File: config.mk
export PLATFORM = sky130hd
export DESIGN_NAME = cvc_top
export DESIGN_NICKNAME = d
export VERILOG_FILES = /design/src/core/cvc_pkg.sv /design/src/core/cvc_sync.sv /design/src/core/cvc_presc.sv /design/src/core/cvc_top.sv
export VERILOG_INCLUDE_DIRS = /design/src /design/src/core
export SDC_FILE = /design/constraint.sdc
export NUM_CORES = 1
export LEC_CHECK = 0
export ABC_CLOCK_PERIOD_IN_PS = 8600
export BUFFER_PORTS_ARGS = -buffer_cell sky130_fd_sc_hd__buf_4
export CORE_UTILIZATION = 54
export CTS_CLUSTER_SIZE = 20
export DETAILED_ROUTE_END_ITERATION = 7
export PLACE_DENSITY = 0.85
export SKIP_CTS_REPAIR_TIMING = 1
export SLEW_MARGIN = 10
export SYNTH_ARGS = -nofsm -noshare
export SYNTH_HDL_FRONTEND = slang
export SYNTH_SLANG_ARGS = --single-unit
File: constraint.sdc
create_clock -name clk -period 8.6 [get_ports clk]
set_input_delay 1.29 -clock clk [delete_from_list [all_inputs] [get_ports clk]]
set_output_delay 1.29 -clock clk [all_outputs]
set_load 0.01 [all_outputs]
File: src/core/cvc_regs.svh
// register map, field positions, reset values and select codes of the clock control block
// assumes a 32-bit apb slave with byte addresses and one register per aligned word
`ifndef CVC_REGS_SVH
`define CVC_REGS_SVH

// byte offsets
`define CVC_RANGE_OFS     12'h000
`define CVC_CLK_OFS       12'h004
`define CVC_MEM_OFS       12'h008
`define CVC_FLASH_OFS     12'h00C
`define CVC_RST_OFS       12'h010
`define CVC_STAT_OFS      12'h014

// range control register fields
`define CVC_RANGE_LSB     0
`define CVC_REGDIS_BIT    2
// clock control register fields
`define CVC_SEL_LSB       0
`define CVC_PSC_LSB       6
`define CVC_RDY_BIT       13
`define CVC_HFEN_BIT      16
`define CVC_XTEN_BIT      17
`define CVC_RINGEN_BIT    18
`define CVC_HFRDY_BIT     24
`define CVC_XTRDY_BIT     25
`define CVC_RINGRDY_BIT   26
// memory control, flash control and reset trigger fields
`define CVC_FWS_LSB       0
`define CVC_LVE_BIT       0
`define CVC_PRST_BIT      0
// status register fields
`define CVC_ACTSEL_LSB    0
`define CVC_FLBUSY_BIT    4

// values
`define CVC_RANGE_RSV     2'h3
`define CVC_FWS_RST       3'h5
`define CVC_PSC_RST       3'h1
`define CVC_SEL_HF        2'h0
`define CVC_SEL_RING      2'h1
`define CVC_SEL_XTAL      2'h2

`endif

File: src/core/cvc_pkg.sv
// types shared by the clock control block
// assumes cvc_regs.svh supplies the field layout
package cvc_pkg;

  // oscillator switchover sequencer
  typedef enum logic [0:0] {
    CVC_SW_IDLE,
    CVC_SW_WAIT
  } cvc_sw_t;

  // complete state of the top module
  typedef struct packed {
    logic [1:0]  range;
    logic        reg_dis;
    logic [1:0]  sel_req;
    logic [1:0]  sel_act;
    logic        clk_rdy;
    logic [2:0]  psc;
    logic        hf_en;
    logic        xt_en;
    logic [2:0]  fws;
    logic        lve;
    logic        prst;
    cvc_sw_t     sw;
    logic [2:0]  osc_prev;
    logic        rtc_en;
    logic        fl_busy;
    logic [2:0]  fl_cnt;
    logic        fl_ack;
    logic        pready;
    logic        pslverr;
    logic [31:0] prdata;
  } cvc_state_t;

endpackage : cvc_pkg

File: src/core/cvc_sync.sv
// two-flop synchroniser for a group of asynchronous pin levels
// assumes each bit is an independent level; no bus coherence
`timescale 1ns/1ps
module cvc_sync #(
  parameter int W = 5
) (
  input  wire logic         clk,
  input  wire logic         rst,
  input  wire logic [W-1:0] d,
  output logic      [W-1:0] q
);

  typedef struct packed {
    logic [W-1:0] s1;
    logic [W-1:0] s2;
  } cvc_sync_st_t;

  cvc_sync_st_t st_r;
  cvc_sync_st_t st_nxt;

  // first stage feeds only the second
  always_comb begin
    st_nxt    = st_r;
    st_nxt.s1 = d;
    st_nxt.s2 = st_r.s1;
  end

  always_ff @(posedge clk or posedge rst) begin
    if (rst) begin
      st_r <= '0;
    end else begin
      st_r <= st_nxt;
    end
  end

  assign q = st_r.s2;

endmodule : cvc_sync

File: src/core/cvc_presc.sv
// power-of-two prescaler: turns source ticks into system and peripheral clock enables
// assumes src_tick is a one-cycle pulse per source oscillator period
`timescale 1ns/1ps
module cvc_presc (
  input  wire logic       clk,
  input  wire logic       rst,
  input  wire logic       src_tick,
  input  wire logic [2:0] psc,
  input  wire logic       restart,
  output logic            sys_en,
  output logic            pclk_en
);

  typedef struct packed {
    logic [6:0] cnt;
    logic       half;
    logic       sys_en;
    logic       pclk_en;
  } cvc_presc_st_t;

  cvc_presc_st_t st_r;
  cvc_presc_st_t st_nxt;
  logic [6:0]    last;

  // divisor is 2**psc, so the terminal count is 2**psc - 1
  assign last = 7'((8'h01 << psc) - 8'h01);

  always_comb begin
    st_nxt         = st_r;
    st_nxt.sys_en  = 1'b0;
    st_nxt.pclk_en = 1'b0;
    if (restart) begin
      st_nxt.cnt = '0; // new source starts a fresh divide period
    end else if (src_tick) begin
      if (st_r.cnt >= last) begin
        st_nxt.cnt     = '0;
        st_nxt.sys_en  = 1'b1;
        st_nxt.half    = ~st_r.half;
        st_nxt.pclk_en = st_r.half; // every second system tick
      end else begin
        st_nxt.cnt = st_r.cnt + 7'h01;
      end
    end
  end

  always_ff @(posedge clk or posedge rst) begin
    if (rst) begin
      st_r <= '0;
    end else begin
      st_r <= st_nxt;
    end
  end

  assign sys_en  = st_r.sys_en;
  assign pclk_en = st_r.pclk_en;

endmodule : cvc_presc

File: src/core/cvc_top.sv
// core voltage range and system clock control with an apb register slave
// assumes oscillator outputs and ready flags arrive as asynchronous pins,
// the other reset requests come as one-cycle pulses from logic on clk,
// and rst is the power-on reset
//
// Notes on behaviour
// - voltage range kept through every reset except power-on
// - regulator level and fast oscillator frequency follow the range together
// - range 0, 1, 2 select 24, 48, 96 MHz at once
// - power-on, system and watchdog resets load wait states with 5
// - each flash access lasts the programmed number of system clock cycles
// - three selectable sources; select 0 is the fast oscillator
// - system clock is the source divided by two to the prescaler
// - bus clock equals system clock, peripheral clock is half of it
// - real-time clock always runs from the 32.768 kHz oscillator
// - hard resets enable the fast oscillator; soft ones keep oscillator settings
// - ring oscillator always on; 32 kHz oscillator cleared only at power-on
// - hard resets set select 0 and prescaler 1; soft ones keep them
// - new select clears ready; old source clocks until switchover completes
// - select naming a not-ready oscillator is refused
//
// The address map and the APB slave port are this design's own decisions.
`timescale 1ns/1ps
`include "cvc_regs.svh"
module cvc_top
  import cvc_pkg::*;
(
  input  wire logic        clk,
  input  wire logic        rst,
  // apb slave
  input  wire logic        psel,
  input  wire logic        penable,
  input  wire logic        pwrite,
  input  wire logic [11:0] paddr,
  input  wire logic [31:0] pwdata,
  output logic      [31:0] prdata,
  output logic             pready,
  output logic             pslverr,
  // reset requests from the reset controller
  input  wire logic        sys_rst_req,
  input  wire logic        wdt_rst_req,
  input  wire logic        soft_rst_req,
  // oscillator pins
  input  wire logic        fast_osc_clk,
  input  wire logic        ring_osc_clk,
  input  wire logic        xtal_osc_clk,
  input  wire logic        fast_osc_ready,
  input  wire logic        xtal_osc_ready,
  // flash access handshake
  input  wire logic        flash_req,
  output logic             flash_ack,
  // analogue controls
  output logic      [1:0]  voltage_range_field,
  output logic             regulator_disable_bit,
  output logic      [1:0]  regulator_level,
  output logic      [1:0]  fast_osc_freq_sel,
  output logic             fast_osc_enable,
  output logic             ring_osc_enable,
  output logic             xtal_osc_enable,
  output logic      [2:0]  flash_wait_state_field,
  output logic             flash_low_voltage_enable,
  output logic             peripheral_reset_pulse,
  // clock enables
  output logic             sys_clk_en,
  output logic             hclk_en,
  output logic             pclk_en,
  output logic             rtc_clk_en
);

  cvc_state_t st_r;
  cvc_state_t st_nxt;

  logic [4:0]  pin_s;
  logic [2:0]  osc_lvl;
  logic [2:0]  osc_tick;
  logic [2:0]  osc_rdy;
  logic        src_tick;
  logic        hard_rst;
  logic        setup;
  logic        wr_acc;
  logic        mapped;
  logic [1:0]  wr_sel;
  logic [1:0]  wr_rng;
  logic [31:0] rd_word;
  logic        sw_done;
  logic        presc_sys;
  logic        presc_pclk;

  // every pin level passes two flops before use
  cvc_sync #(
    .W (5)
  ) u_sync (
    .clk (clk),
    .rst (rst),
    .d   ({xtal_osc_ready, fast_osc_ready, xtal_osc_clk, ring_osc_clk, fast_osc_clk}),
    .q   (pin_s)
  );

  // source ticks by select code; ring oscillator never drops its ready
  assign osc_lvl  = pin_s[2:0];
  assign osc_tick = osc_lvl & ~st_r.osc_prev;
  assign osc_rdy  = {pin_s[4], 1'b1, pin_s[3]};

  // old source keeps driving the divider until the switchover lands
  assign src_tick = osc_tick[st_r.sel_act];

  cvc_presc u_presc (
    .clk      (clk),
    .rst      (rst),
    .src_tick (src_tick),
    .psc      (st_r.psc),
    .restart  (sw_done),
    .sys_en   (presc_sys),
    .pclk_en  (presc_pclk)
  );

  // bus decode
  assign hard_rst = sys_rst_req | wdt_rst_req;
  assign setup    = psel & ~penable;
  assign wr_acc   = psel & penable & st_r.pready & pwrite;
  assign wr_sel   = pwdata[`CVC_SEL_LSB +: 2];
  assign wr_rng   = pwdata[`CVC_RANGE_LSB +: 2];
  assign sw_done  = (st_r.sw == CVC_SW_WAIT) && osc_tick[st_r.sel_req];

  always_comb begin
    mapped = 1'b1;
    case (paddr)
      `CVC_RANGE_OFS,
      `CVC_CLK_OFS,
      `CVC_MEM_OFS,
      `CVC_FLASH_OFS,
      `CVC_RST_OFS,
      `CVC_STAT_OFS: mapped = 1'b1;
      default:       mapped = 1'b0;
    endcase
  end

  // read mux; trigger register reads as zero
  always_comb begin
    rd_word = 32'h0000_0000;
    case (paddr)
      `CVC_RANGE_OFS: begin
        rd_word[`CVC_RANGE_LSB +: 2] = st_r.range;
        rd_word[`CVC_REGDIS_BIT]     = st_r.reg_dis;
      end
      `CVC_CLK_OFS: begin
        rd_word[`CVC_SEL_LSB +: 2] = st_r.sel_req;
        rd_word[`CVC_PSC_LSB +: 3] = st_r.psc;
        rd_word[`CVC_RDY_BIT]      = st_r.clk_rdy;
        rd_word[`CVC_HFEN_BIT]     = st_r.hf_en;
        rd_word[`CVC_XTEN_BIT]     = st_r.xt_en;
        rd_word[`CVC_RINGEN_BIT]   = 1'b1;
        rd_word[`CVC_HFRDY_BIT]    = osc_rdy[`CVC_SEL_HF];
        rd_word[`CVC_XTRDY_BIT]    = osc_rdy[`CVC_SEL_XTAL];
        rd_word[`CVC_RINGRDY_BIT]  = osc_rdy[`CVC_SEL_RING];
      end
      `CVC_MEM_OFS: begin
        rd_word[`CVC_FWS_LSB +: 3] = st_r.fws;
      end
      `CVC_FLASH_OFS: begin
        rd_word[`CVC_LVE_BIT] = st_r.lve;
      end
      `CVC_STAT_OFS: begin
        rd_word[`CVC_ACTSEL_LSB +: 2] = st_r.sel_act;
        rd_word[`CVC_FLBUSY_BIT]      = st_r.fl_busy;
      end
      default: rd_word = 32'h0000_0000;
    endcase
  end

  // next state
  always_comb begin
    st_nxt          = st_r;
    st_nxt.osc_prev = osc_lvl;
    st_nxt.prst     = 1'b0;
    st_nxt.fl_ack   = 1'b0;
    st_nxt.rtc_en   = osc_tick[`CVC_SEL_XTAL];

    // apb: zero-wait access, data captured in setup
    st_nxt.pready  = setup;
    st_nxt.pslverr = setup & ~mapped;
    if (setup) begin
      st_nxt.prdata = pwrite ? 32'h0000_0000 : rd_word;
    end

    // switchover finishes on the first edge of the new source
    if (sw_done) begin
      st_nxt.sel_act = st_r.sel_req;
      st_nxt.clk_rdy = 1'b1;
      st_nxt.sw      = CVC_SW_IDLE;
    end

    if (wr_acc) begin
      case (paddr)
        `CVC_RANGE_OFS: begin
          st_nxt.reg_dis = pwdata[`CVC_REGDIS_BIT];
          // reserved code leaves range, regulator and oscillator alone
          if (wr_rng != `CVC_RANGE_RSV) begin
            st_nxt.range = wr_rng;
          end
        end
        `CVC_CLK_OFS: begin
          st_nxt.psc   = pwdata[`CVC_PSC_LSB +: 3];
          st_nxt.hf_en = pwdata[`CVC_HFEN_BIT];
          st_nxt.xt_en = pwdata[`CVC_XTEN_BIT];
          // refuse unready or undefined sources; same source is no change
          if (wr_sel != `CVC_RANGE_RSV && osc_rdy[wr_sel] && wr_sel != st_nxt.sel_req) begin
            st_nxt.sel_req = wr_sel;
            st_nxt.clk_rdy = 1'b0;
            st_nxt.sw      = CVC_SW_WAIT;
          end
        end
        `CVC_MEM_OFS: begin
          st_nxt.fws = pwdata[`CVC_FWS_LSB +: 3];
        end
        `CVC_FLASH_OFS: begin
          st_nxt.lve = pwdata[`CVC_LVE_BIT];
        end
        `CVC_RST_OFS: begin
          st_nxt.prst = pwdata[`CVC_PRST_BIT];
        end
        default: ;
      endcase
    end

    // flash access spends fws system clock cycles
    if (st_r.fl_busy) begin
      if (st_r.fl_cnt == 3'h0) begin
        st_nxt.fl_busy = 1'b0;
        st_nxt.fl_ack  = 1'b1;
      end else if (presc_sys) begin
        st_nxt.fl_cnt = st_r.fl_cnt - 3'h1;
      end
    end else if (flash_req) begin
      st_nxt.fl_busy = 1'b1;
      st_nxt.fl_cnt  = st_r.fws;
    end

    // system and watchdog resets restore clock settings, not the range;
    // soft reset deliberately touches nothing here
    if (hard_rst) begin
      st_nxt.fws     = `CVC_FWS_RST;
      st_nxt.hf_en   = 1'b1;
      st_nxt.sel_req = `CVC_SEL_HF;
      st_nxt.sel_act = `CVC_SEL_HF;
      st_nxt.clk_rdy = 1'b1;
      st_nxt.sw      = CVC_SW_IDLE;
      st_nxt.psc     = `CVC_PSC_RST;
      st_nxt.lve     = 1'b0;
      st_nxt.fl_busy = 1'b0;
    end
  end

  // power-on reset is the only one that clears range and crystal enable
  always_ff @(posedge clk or posedge rst) begin
    if (rst) begin
      st_r         <= '0;
      st_r.fws     <= `CVC_FWS_RST;
      st_r.psc     <= `CVC_PSC_RST;
      st_r.hf_en   <= 1'b1;
      st_r.clk_rdy <= 1'b1;
      st_r.sw      <= CVC_SW_IDLE;
    end else begin
      st_r <= st_nxt;
    end
  end

  // outputs, all from flops; soft_rst_req is accepted but changes nothing
  assign prdata                   = st_r.prdata;
  assign pready                   = st_r.pready;
  assign pslverr                  = st_r.pslverr;
  assign voltage_range_field      = st_r.range;
  assign regulator_disable_bit    = st_r.reg_dis;
  assign regulator_level          = st_r.range;
  assign fast_osc_freq_sel        = st_r.range;
  assign fast_osc_enable          = st_r.hf_en;
  assign ring_osc_enable          = st_r.osc_prev[`CVC_SEL_RING] | 1'b1;
  assign xtal_osc_enable          = st_r.xt_en;
  assign flash_wait_state_field   = st_r.fws;
  assign flash_low_voltage_enable = st_r.lve;
  assign peripheral_reset_pulse   = st_r.prst;
  assign flash_ack                = st_r.fl_ack;
  assign sys_clk_en               = presc_sys;
  assign hclk_en                  = presc_sys;
  assign pclk_en                  = presc_pclk;
  assign rtc_clk_en               = st_r.rtc_en;

endmodule : cvc_top

# Word-level counts from Yosys, hierarchy flattened
# Cells that the tools add are included.
# Widths: inputs -> output; s select.
# word_totals
output_inout_bits	54
regBits	82
wordCells	123
inputBits	58
# classes
n_reduce_logical	23
eq_ne	9
magnitude_cmp	4
shift	1
n_addsub	3
mux	45
bitwise_logic	12
# op_table
operator	count
$mux 27	1
$eq 12x4->1 const B	2
$eq 12x5->1 const B	2
$mux 3	8
$mux 1	17
$reduce_bool 2->1	8
$mux 7	2
$eq 12x3->1 const B	1
$logic_not 12->1	1
$mux 12	1
$mux 4	3
$reduce_and 3->1	4
$mux 10	1
$reduce_and 2->1	5
$lt 2x3->1 const B	3
$mux 9	1
$mux 2	4
$add 7x1->7 const B	1
$ge 7x7->1	1
$shl 1x3->7 const A	1
$sub 7x1->7 const B	1
$bmux 1 s2	3
$mux 6	1
$reduce_or 6->1	1
other kinds (14)	24

# Depth between registers and ports, before layout
# Gate-level depths: netlist of run 1.
# logic_depth
depth_word	10
depth_mapped	14
depth_no_buf	12

# By module
# From an unflattened synthesis of run 1, not the netlist that was laid out.
# hier_totals
hier_cells	323
hier_area_um2	3333.2
# modules_own_cells
mod	cells_each	area_per_inst_um2	seq_area_each_um2	instances
cvc_top	245	2437.3	1082.3	1
cvc_presc	67	641.9	250.2	1
cvc_sync	11	254.0	250.2	1

# Worst setup path before layout of run 1
# OpenSTA, ideal clock, no wires.
# synth_timing
path_kind	register -> register
from	register st_r[52] (netlist name)
to	register u_presc.st_r[2] in the netlist's numbering
arrival_time_ps	2604
slack_ps	5873
required_ps	8477
synth_period_minus_slack_ps	2727
path_stages_with_launch	14
setup_ps	123
path_buffers	2
path_cell_list	dfrtp_1 -> clkbuf_1 -> or3_1 -> ha_1 -> clkbuf_1 -> xor2_1 -> nor2_1 -> a21oi_1 -> ha_1 -> nand2_1 -> o21ai_0 -> a21oi_1 -> or3_1 -> xnor2_1
# synth_between
elab_chain_cells	4
# synth_rtl
item	line	source
$shl 1x3->7	cvc_presc.sv:26	assign last = 7'((8'h01 << psc) - 8'h01);
$sub 7x1->7	cvc_presc.sv:26	
$ge 7x7->1	cvc_presc.sv:35	if (st_r.cnt >= last) begin
$reduce_and 3->1 (no source line)	-	
end signal: assignment	cvc_presc.sv:50	st_r <= st_nxt;
end: declaration	cvc_presc.sv:21	cvc_presc_st_t st_r;
# No other way between the ends.
# A chain may end at the register's enable or synchronous reset.

# Worst setup path in the final report of run 1
# layout_timing
from	register st_r[52] (netlist name)
to	register u_presc.st_r[7] in the netlist's numbering
# layout_between
elab_chain_cells	6
# layout_rtl
item	line	source
$shl 1x3->7	cvc_presc.sv:26	
$sub 7x1->7	cvc_presc.sv:26	
$ge 7x7->1	cvc_presc.sv:35	
$mux 7	cvc_presc.sv:35	
$mux 10	cvc_presc.sv:34	end else if (src_tick) begin
$mux 7	cvc_presc.sv:32	if (restart) begin
# No other way between the ends. The select of a mux whose other input is x is not followed.

==> results of run 1 <==
cells in the mapped netlist (all sizes together), types with 3 or more instances:
library cell  count
a21oi            22
nor2b             5
dfstp             5
nand2b            4
o21ai             9
dfrtp            58
or3               4
nand3             7
nor3              8
inv              15
and3              5
a22o              9
nor2             27
ha               11
buf              48
nand2            36
nor4              7
nor3b             3
clkbuf           11
mux2i            13
layout make-up:
class | instances | area (um2) | share of cell area [%]
flip-flops and latches | 63 | 1580 | 41.5
well taps | 75 | 93.8 | 2.46
repair buffers | 68 | 510 | 13.4
inverters | 15 | 56.3 | 1.48
clock inverters | 3 | 42.5 | 1.12
multi-input cells | 219 | 1370 | 35.9
clock buffers | 13 | 159 | 4.17
logic make-up after synthesis:
logic type               after synthesis  share of synthesized area, %
other                                  2                         0.225
AO/OA/AOI/OAI                         56                          11.0
adder cells (fa/ha/maj)               11                          4.13
flip-flops                            63                          47.5
AND/OR/NAND/NOR                      115                          18.1
XOR/XNOR                               3                         0.789
multiplexers                          15                          4.92
buffers and inverters                 74                          13.3
state kept, by name, indices dropped and copies added (netlist names):
| signal | flops |
|---|---|
| flash_low_voltage_enable | 1 |
| u_presc.sys_en | 1 |
| u_presc.st_r | 8 |
| pready | 1 |
| xtal_osc_enable | 1 |
| fast_osc_freq_sel | 2 |
| st_r | 16 |
| u_sync.st_nxt | 5 |
| peripheral_reset_pulse | 1 |
| fast_osc_enable | 1 |
| regulator_disable_bit | 1 |
| u_presc.pclk_en | 1 |
| pslverr | 1 |
| prdata | 13 |
| flash_wait_state_field | 3 |
| flash_ack | 1 |
| u_sync.q | 5 |
| rtc_clk_en | 1 |
power by group through the flow:
| stage | logic (mW) | registers [mW] | clock network (mW) |
|---|---|---|---|
| finish | 0.0869 | 0.322 | 0.260 |
| floorplan | 0.0623 | 0.325 | 0 |
| detailed placement | 0.0860 | 0.327 | 0 |
| global placement | 0.0830 | 0.326 | 0 |
| CTS | 0.0874 | 0.321 | 0.264 |
| global route | 0.0979 | 0.323 | 0.279 |
per-layer routing:
layer / up-vias / track usage, % / part of all wire [%]
met1: 1202 / 25.6 / 43
met2: 94 / 35.7 / 49
met4: 0 / 10.5 / 2.4
met3: 17 / 6.25 / 5.7
met5: - / 0 / 0
li1: 1171 / - / -
through the flow:
stage	total power, mW	setup slack, ns	area [um2]
floorplan	0.387	5.75	3390
global placement	0.409	5.65	3610
detailed placement	0.413	5.61	3610
CTS	0.673	5.66	3810
global route	0.700	5.40	3810
finish	0.668	5.67	3810
critical path: stages (launching register included):
cell	delay [ns]
dfrtp_1	0.45
or3_1	0.44
ha_1	0.28
xor2_1	0.19
nor2_1	0.11
a21oi_1	0.06
ha_1	0.30
a21oi_1	0.14
o21ai_0	0.10
a21oi_1	0.28
nor2_1	0.18
nor4_1	0.31
how the worst max path moves through the flow:
| stage | endpoint | cells after the start |
|---|---|---|
| 4_1_cts | u_presc.st_r[7] | 11 |
| 5_1_grt | u_presc.st_r[8] | 11 |
| 3_3_place_gp | prdata[16] | 5 |
| 3_5_place_dp | prdata[25] | 5 |
| 6_report | u_presc.st_r[7] | 11 |
| 2_1_floorplan | fast_osc_freq_sel[0] | 1 |
==> flow_summary.toml, run 1 <==
[run_status]
outcome = "complete, no violations"

[clock_network]
cts.sink_count = 63
clock_path_buffers = 2
cts_tree = "built"
cts_made_buffers = 9
clk_latency_ns = 0.34
cts.clk_slew.worst_paths_ns = 0.06
htree_levels = 3
cts-root-buf = "clkbuf_8"

[power_and_ir_drop]
clock_power_share_pct = 38.9
max-vdd-ir-drop_mv = 0.122
seqPwrFrac_pct = 48.1
p_sw_mw = 0.171
power_frac_comb_pct = 13.0
pwr_density_cell_nw_per_um2 = 175
p_leak_nw = 1.89
internal-power_mw = 0.497
swShare_pct = 25.6

[synth]
yosys_warnings = 0
synth_cells = 339
ys_ff_latch = 63
syn_area_um2 = 3330
synth_flop_cell = "dfrtp_1"
yosysUniqueCellTypes = 50
synth_seq_area_share_pct = 47.5
synthTopCellsByArea = "dfrtp_1 (44%), buf_4 (9.7%), ha_1 (4.1%), nand2_1 (4.1%), dfstp_2 (3.9%)"
ys_async_sr_fraction_pct = 100
synth_edf_count = 0
avgSynthCellArea_um2 = 9.83
yosys.area.top_type = "dfrtp_1"
yosysTopAreaCellShare_pct = 43.6

[global_routing]
grt-ovfl-total = 0
grt_antenna_before_repair = 0
grt_pass1_vias = 2290
grt_max_degree = 64
grt_pass1_wl_mm = 10.5
grt_usage_pct = 21.6

[worst_setup_path]
r2r_slack_ns = 5.67
worstPathRequired_ns = 8.83
rr_worst_depth = 11
critical_path.max_fanout = 8
rr_startpoint = "st_r[52]"
cp_data_arrival_time_ns = 3.16
crit_type = "flip-flop to flip-flop"
worstReg2RegEnd = "u_presc.st_r[7]"
cp-end-kind = "flip-flop"
crit_path_start = "st_r[52]"
cp-start-kind = "flip-flop"

[worst_hold_path]
hold_path_depth = 0
hp-class = "flip-flop to flip-flop"
hold_end = "u_sync.q[0]"
hold_start = "u_sync.st_nxt[0]"

[timing]
fin_tns_setup_ns = 0
post-route-period-util_pct = 34.0
worstMarginPinSlew_ns = 0.780
post-route-min-period_ns = 2.93
slew_headroom_pct = 48.0
setup_viol = 0
fmax_mhz = 342
rsz0062_at_grt = "no"
clock_skew_ns = 0.0100
whs_ns = 0.348
hold_viol = 0
slew_viol_final = 0

[final_layout]
fin_nets = 445
fill_cells = 472
final_core_util_pct = 64.4
fin_cells = 456
diodes = 0
syn_to_final_growth_pct = 14.5
final_common_cell = "buf_4"
drive_gt1_share_pct = 25.7
final_cell_mix = "buf_4 (68), dfrtp_1 (58), nand2_1 (36)"

[placed_design]
port_buffers = 67
hpwl_mm = 4.67
dp_cells = 440
globalplace.congestion = 0.800

[routing]
dr.first_iter.drc_count = 172
drt_pass1_iterations = 4
wl_per_cell_um = 14.3
drtAntennaViolNets = 0
drc_errors = 0
wl_mm = 6.51
dr_total_vias = 2484
routed_via_density = 5.45

[floorplanning]
rows = 28
initial_core_util_pct = 56.3
die_x_um = 80.5
die_area_um2 = 6490
core_area_um2 = 5920
ios = 112
fp.dieH_um = 80.5

[run]
max-cap-violations = 0
Note: power is estimated with default switching activity, not from simulation.
==> run 2: changes to the inputs <==
Settings changed: ABC_CLOCK_PERIOD_IN_PS 8600 to 2900, CORE_UTILIZATION 54 to 51, PLACE_DENSITY 0.85 to 0.81.
Clock period 8.6 ns to 2.9 ns, I/O delays scaled along.
==> flow_summary.toml, run 2 (synthesized netlist as in run 1, its figures left out) <==
[timing]
rsz0062_at_grt = "no"
slew_headroom_pct = 62.5
post-route-min-period_ns = 2.74
worstMarginPinSlew_ns = 0.560
post-route-period-util_pct = 94.6
clock_skew_ns = 0.00990
fmax_mhz = 365
setup_viol = 0
setup_slack_ns = 0.157
hold_viol = 0
whs_ns = 0.162
slew_viol_final = 0

[clock_network]
cts_tree = "built"
cts.sink_count = 63
htree_levels = 3
cts-root-buf = "clkbuf_8"
clk_latency_ns = 0.34
clock_path_buffers = 2
cts.clk_slew.worst_paths_ns = 0.07
cts_made_buffers = 9

[power_and_ir_drop]
max-vdd-ir-drop_mv = 0.274
p_sw_mw = 0.510
pwr_density_cell_nw_per_um2 = 510
p_leak_nw = 1.90
swShare_pct = 26.0
seqPwrFrac_pct = 48.5
power_frac_comb_pct = 13.6
clock_power_share_pct = 37.8
internal-power_mw = 1.45

[final_layout]
regMostFlops = "st_r"
diodes = 0
drive_gt1_share_pct = 27.2
fin_nets = 447
largest_reg_flops = 16
syn_to_final_growth_pct = 15.6
fin_cells = 460
final_cell_mix = "buf_4 (69), dfrtp_1 (58), nand2_1 (36)"
seq_area_um2 = 1580
fill_cells = 544
multi_input_area_um2 = 1390
final_cell_area_um2 = 3850
final_common_cell = "buf_4"

[placed_design]
port_buffers = 67
dp_cells = 444
dp_slack_ns = 0.00421
hpwl_mm = 4.63
globalplace.congestion = 0.831
postPlaceCellArea_um2 = 3640

[worst_setup_path]
cp-start-kind = "flip-flop"
cp-end-kind = "flip-flop"
cp_data_arrival_time_ns = 2.96
crit_type = "flip-flop to flip-flop"
critical_path.max_fanout = 8
worstPathRequired_ns = 3.12

[global_routing]
grt_pass1_wl_mm = 11.0
grt_pass1_vias = 2403
grt_antenna_before_repair = 0
grt_usage_pct = 20.0
grt_max_degree = 64
grt-ovfl-total = 0

[routing]
wl_per_cell_um = 14.1
wl_mm = 6.49
dr_total_vias = 2444
dr.first_iter.drc_count = 139
drtAntennaViolNets = 0
drt_pass1_iterations = 5
routed_via_density = 5.31
drc_errors = 0

[floorplanning]
fp.dieH_um = 82.8
core_area_um2 = 6310
ios = 112
initial_core_util_pct = 52.8
die_x_um = 82.8
rows = 29
die_area_um2 = 6860

[worst_hold_path]
hp-class = "primary input to async pin"

[run]
max-cap-violations = 0

[run_status]
outcome = "complete, no violations"
-- run 2: layout make-up --
cell class / count / share of cell area [%]
Timing Repair Buffer: 70 / 14.0
Clock inverter: 4 / 1.17
Sequential cell: 63 / 41.1
Multi-Input combinational cell: 219 / 36.0
Inverter: 15 / 1.46
Tap cell: 77 / 2.50
Clock buffer: 12 / 3.77
-- run 2: metal layers --
layer / share of wire, % / vias to the layer above / global-route usage, %
li1: - / 1174 / -
met1: 44 / 1194 / 25.0
met2: 50 / 69 / 32.9
met3: 4.9 / 7 / 4.87
met4: 1.2 / 0 / 9.40
met5: 0 / - / 0
-- run 2: worst paths after layout --
| path | slack (ns) | depth (start not counted) | startpoint | endpoint |
|---|---|---|---|---|
| hold reg to reg | 0.35 | 0 | u_sync.st_nxt[1] | u_sync.q[1] |
| max in group asynchronous | 2.42 | 3 | rst | st_r[54] |
| hold / removal | 0.16 | 3 | rst | st_r[38] |
| min in group clk | 0.20 | 1 | fast_osc_clk | u_sync.st_nxt[0] |
| setup / recovery | 0.16 | 11 | st_r[53] | u_presc.st_r[2] |
| setup reg to reg | 0.16 | 11 | st_r[53] | u_presc.st_r[2] |
-- run 2: power by group through the flow --
stage                     Sequential (mW)  Clock [mW]  Combinational [mW]
final                               0.952       0.743               0.268
after global routing                0.957       0.796               0.303
after CTS                           0.951       0.756               0.262
after detailed placement            0.967           0               0.260
after global placement              0.965           0               0.250
after floorplan                     0.963           0               0.185
-- run 2: worst max-delay path, stage by stage (launching register included) --
cell and delay (ns):
dfrtp_1 0.46, or3_1 0.39, ha_2 0.24, nor3_1 0.17, a21o_1 0.11, a21oi_1 0.07
ha_1 0.31, a21oi_1 0.06, o21ai_0 0.19, a21oi_2 0.08, or3_1 0.39, xnor2_1 0.15
-- run 2: metrics by stage --
stage | setup TNS, ns | power [mW] | util (%)
3_3_place_gp | 0 | 1.21 | 57.7
4_1_cts | -0.0137 | 1.97 | 60.7
3_5_place_dp | 0 | 1.23 | 57.7
2_1_floorplan | 0 | 1.15 | -
5_1_grt | 0 | 2.06 | 61.0
6_report | 0 | 1.96 | 61.0
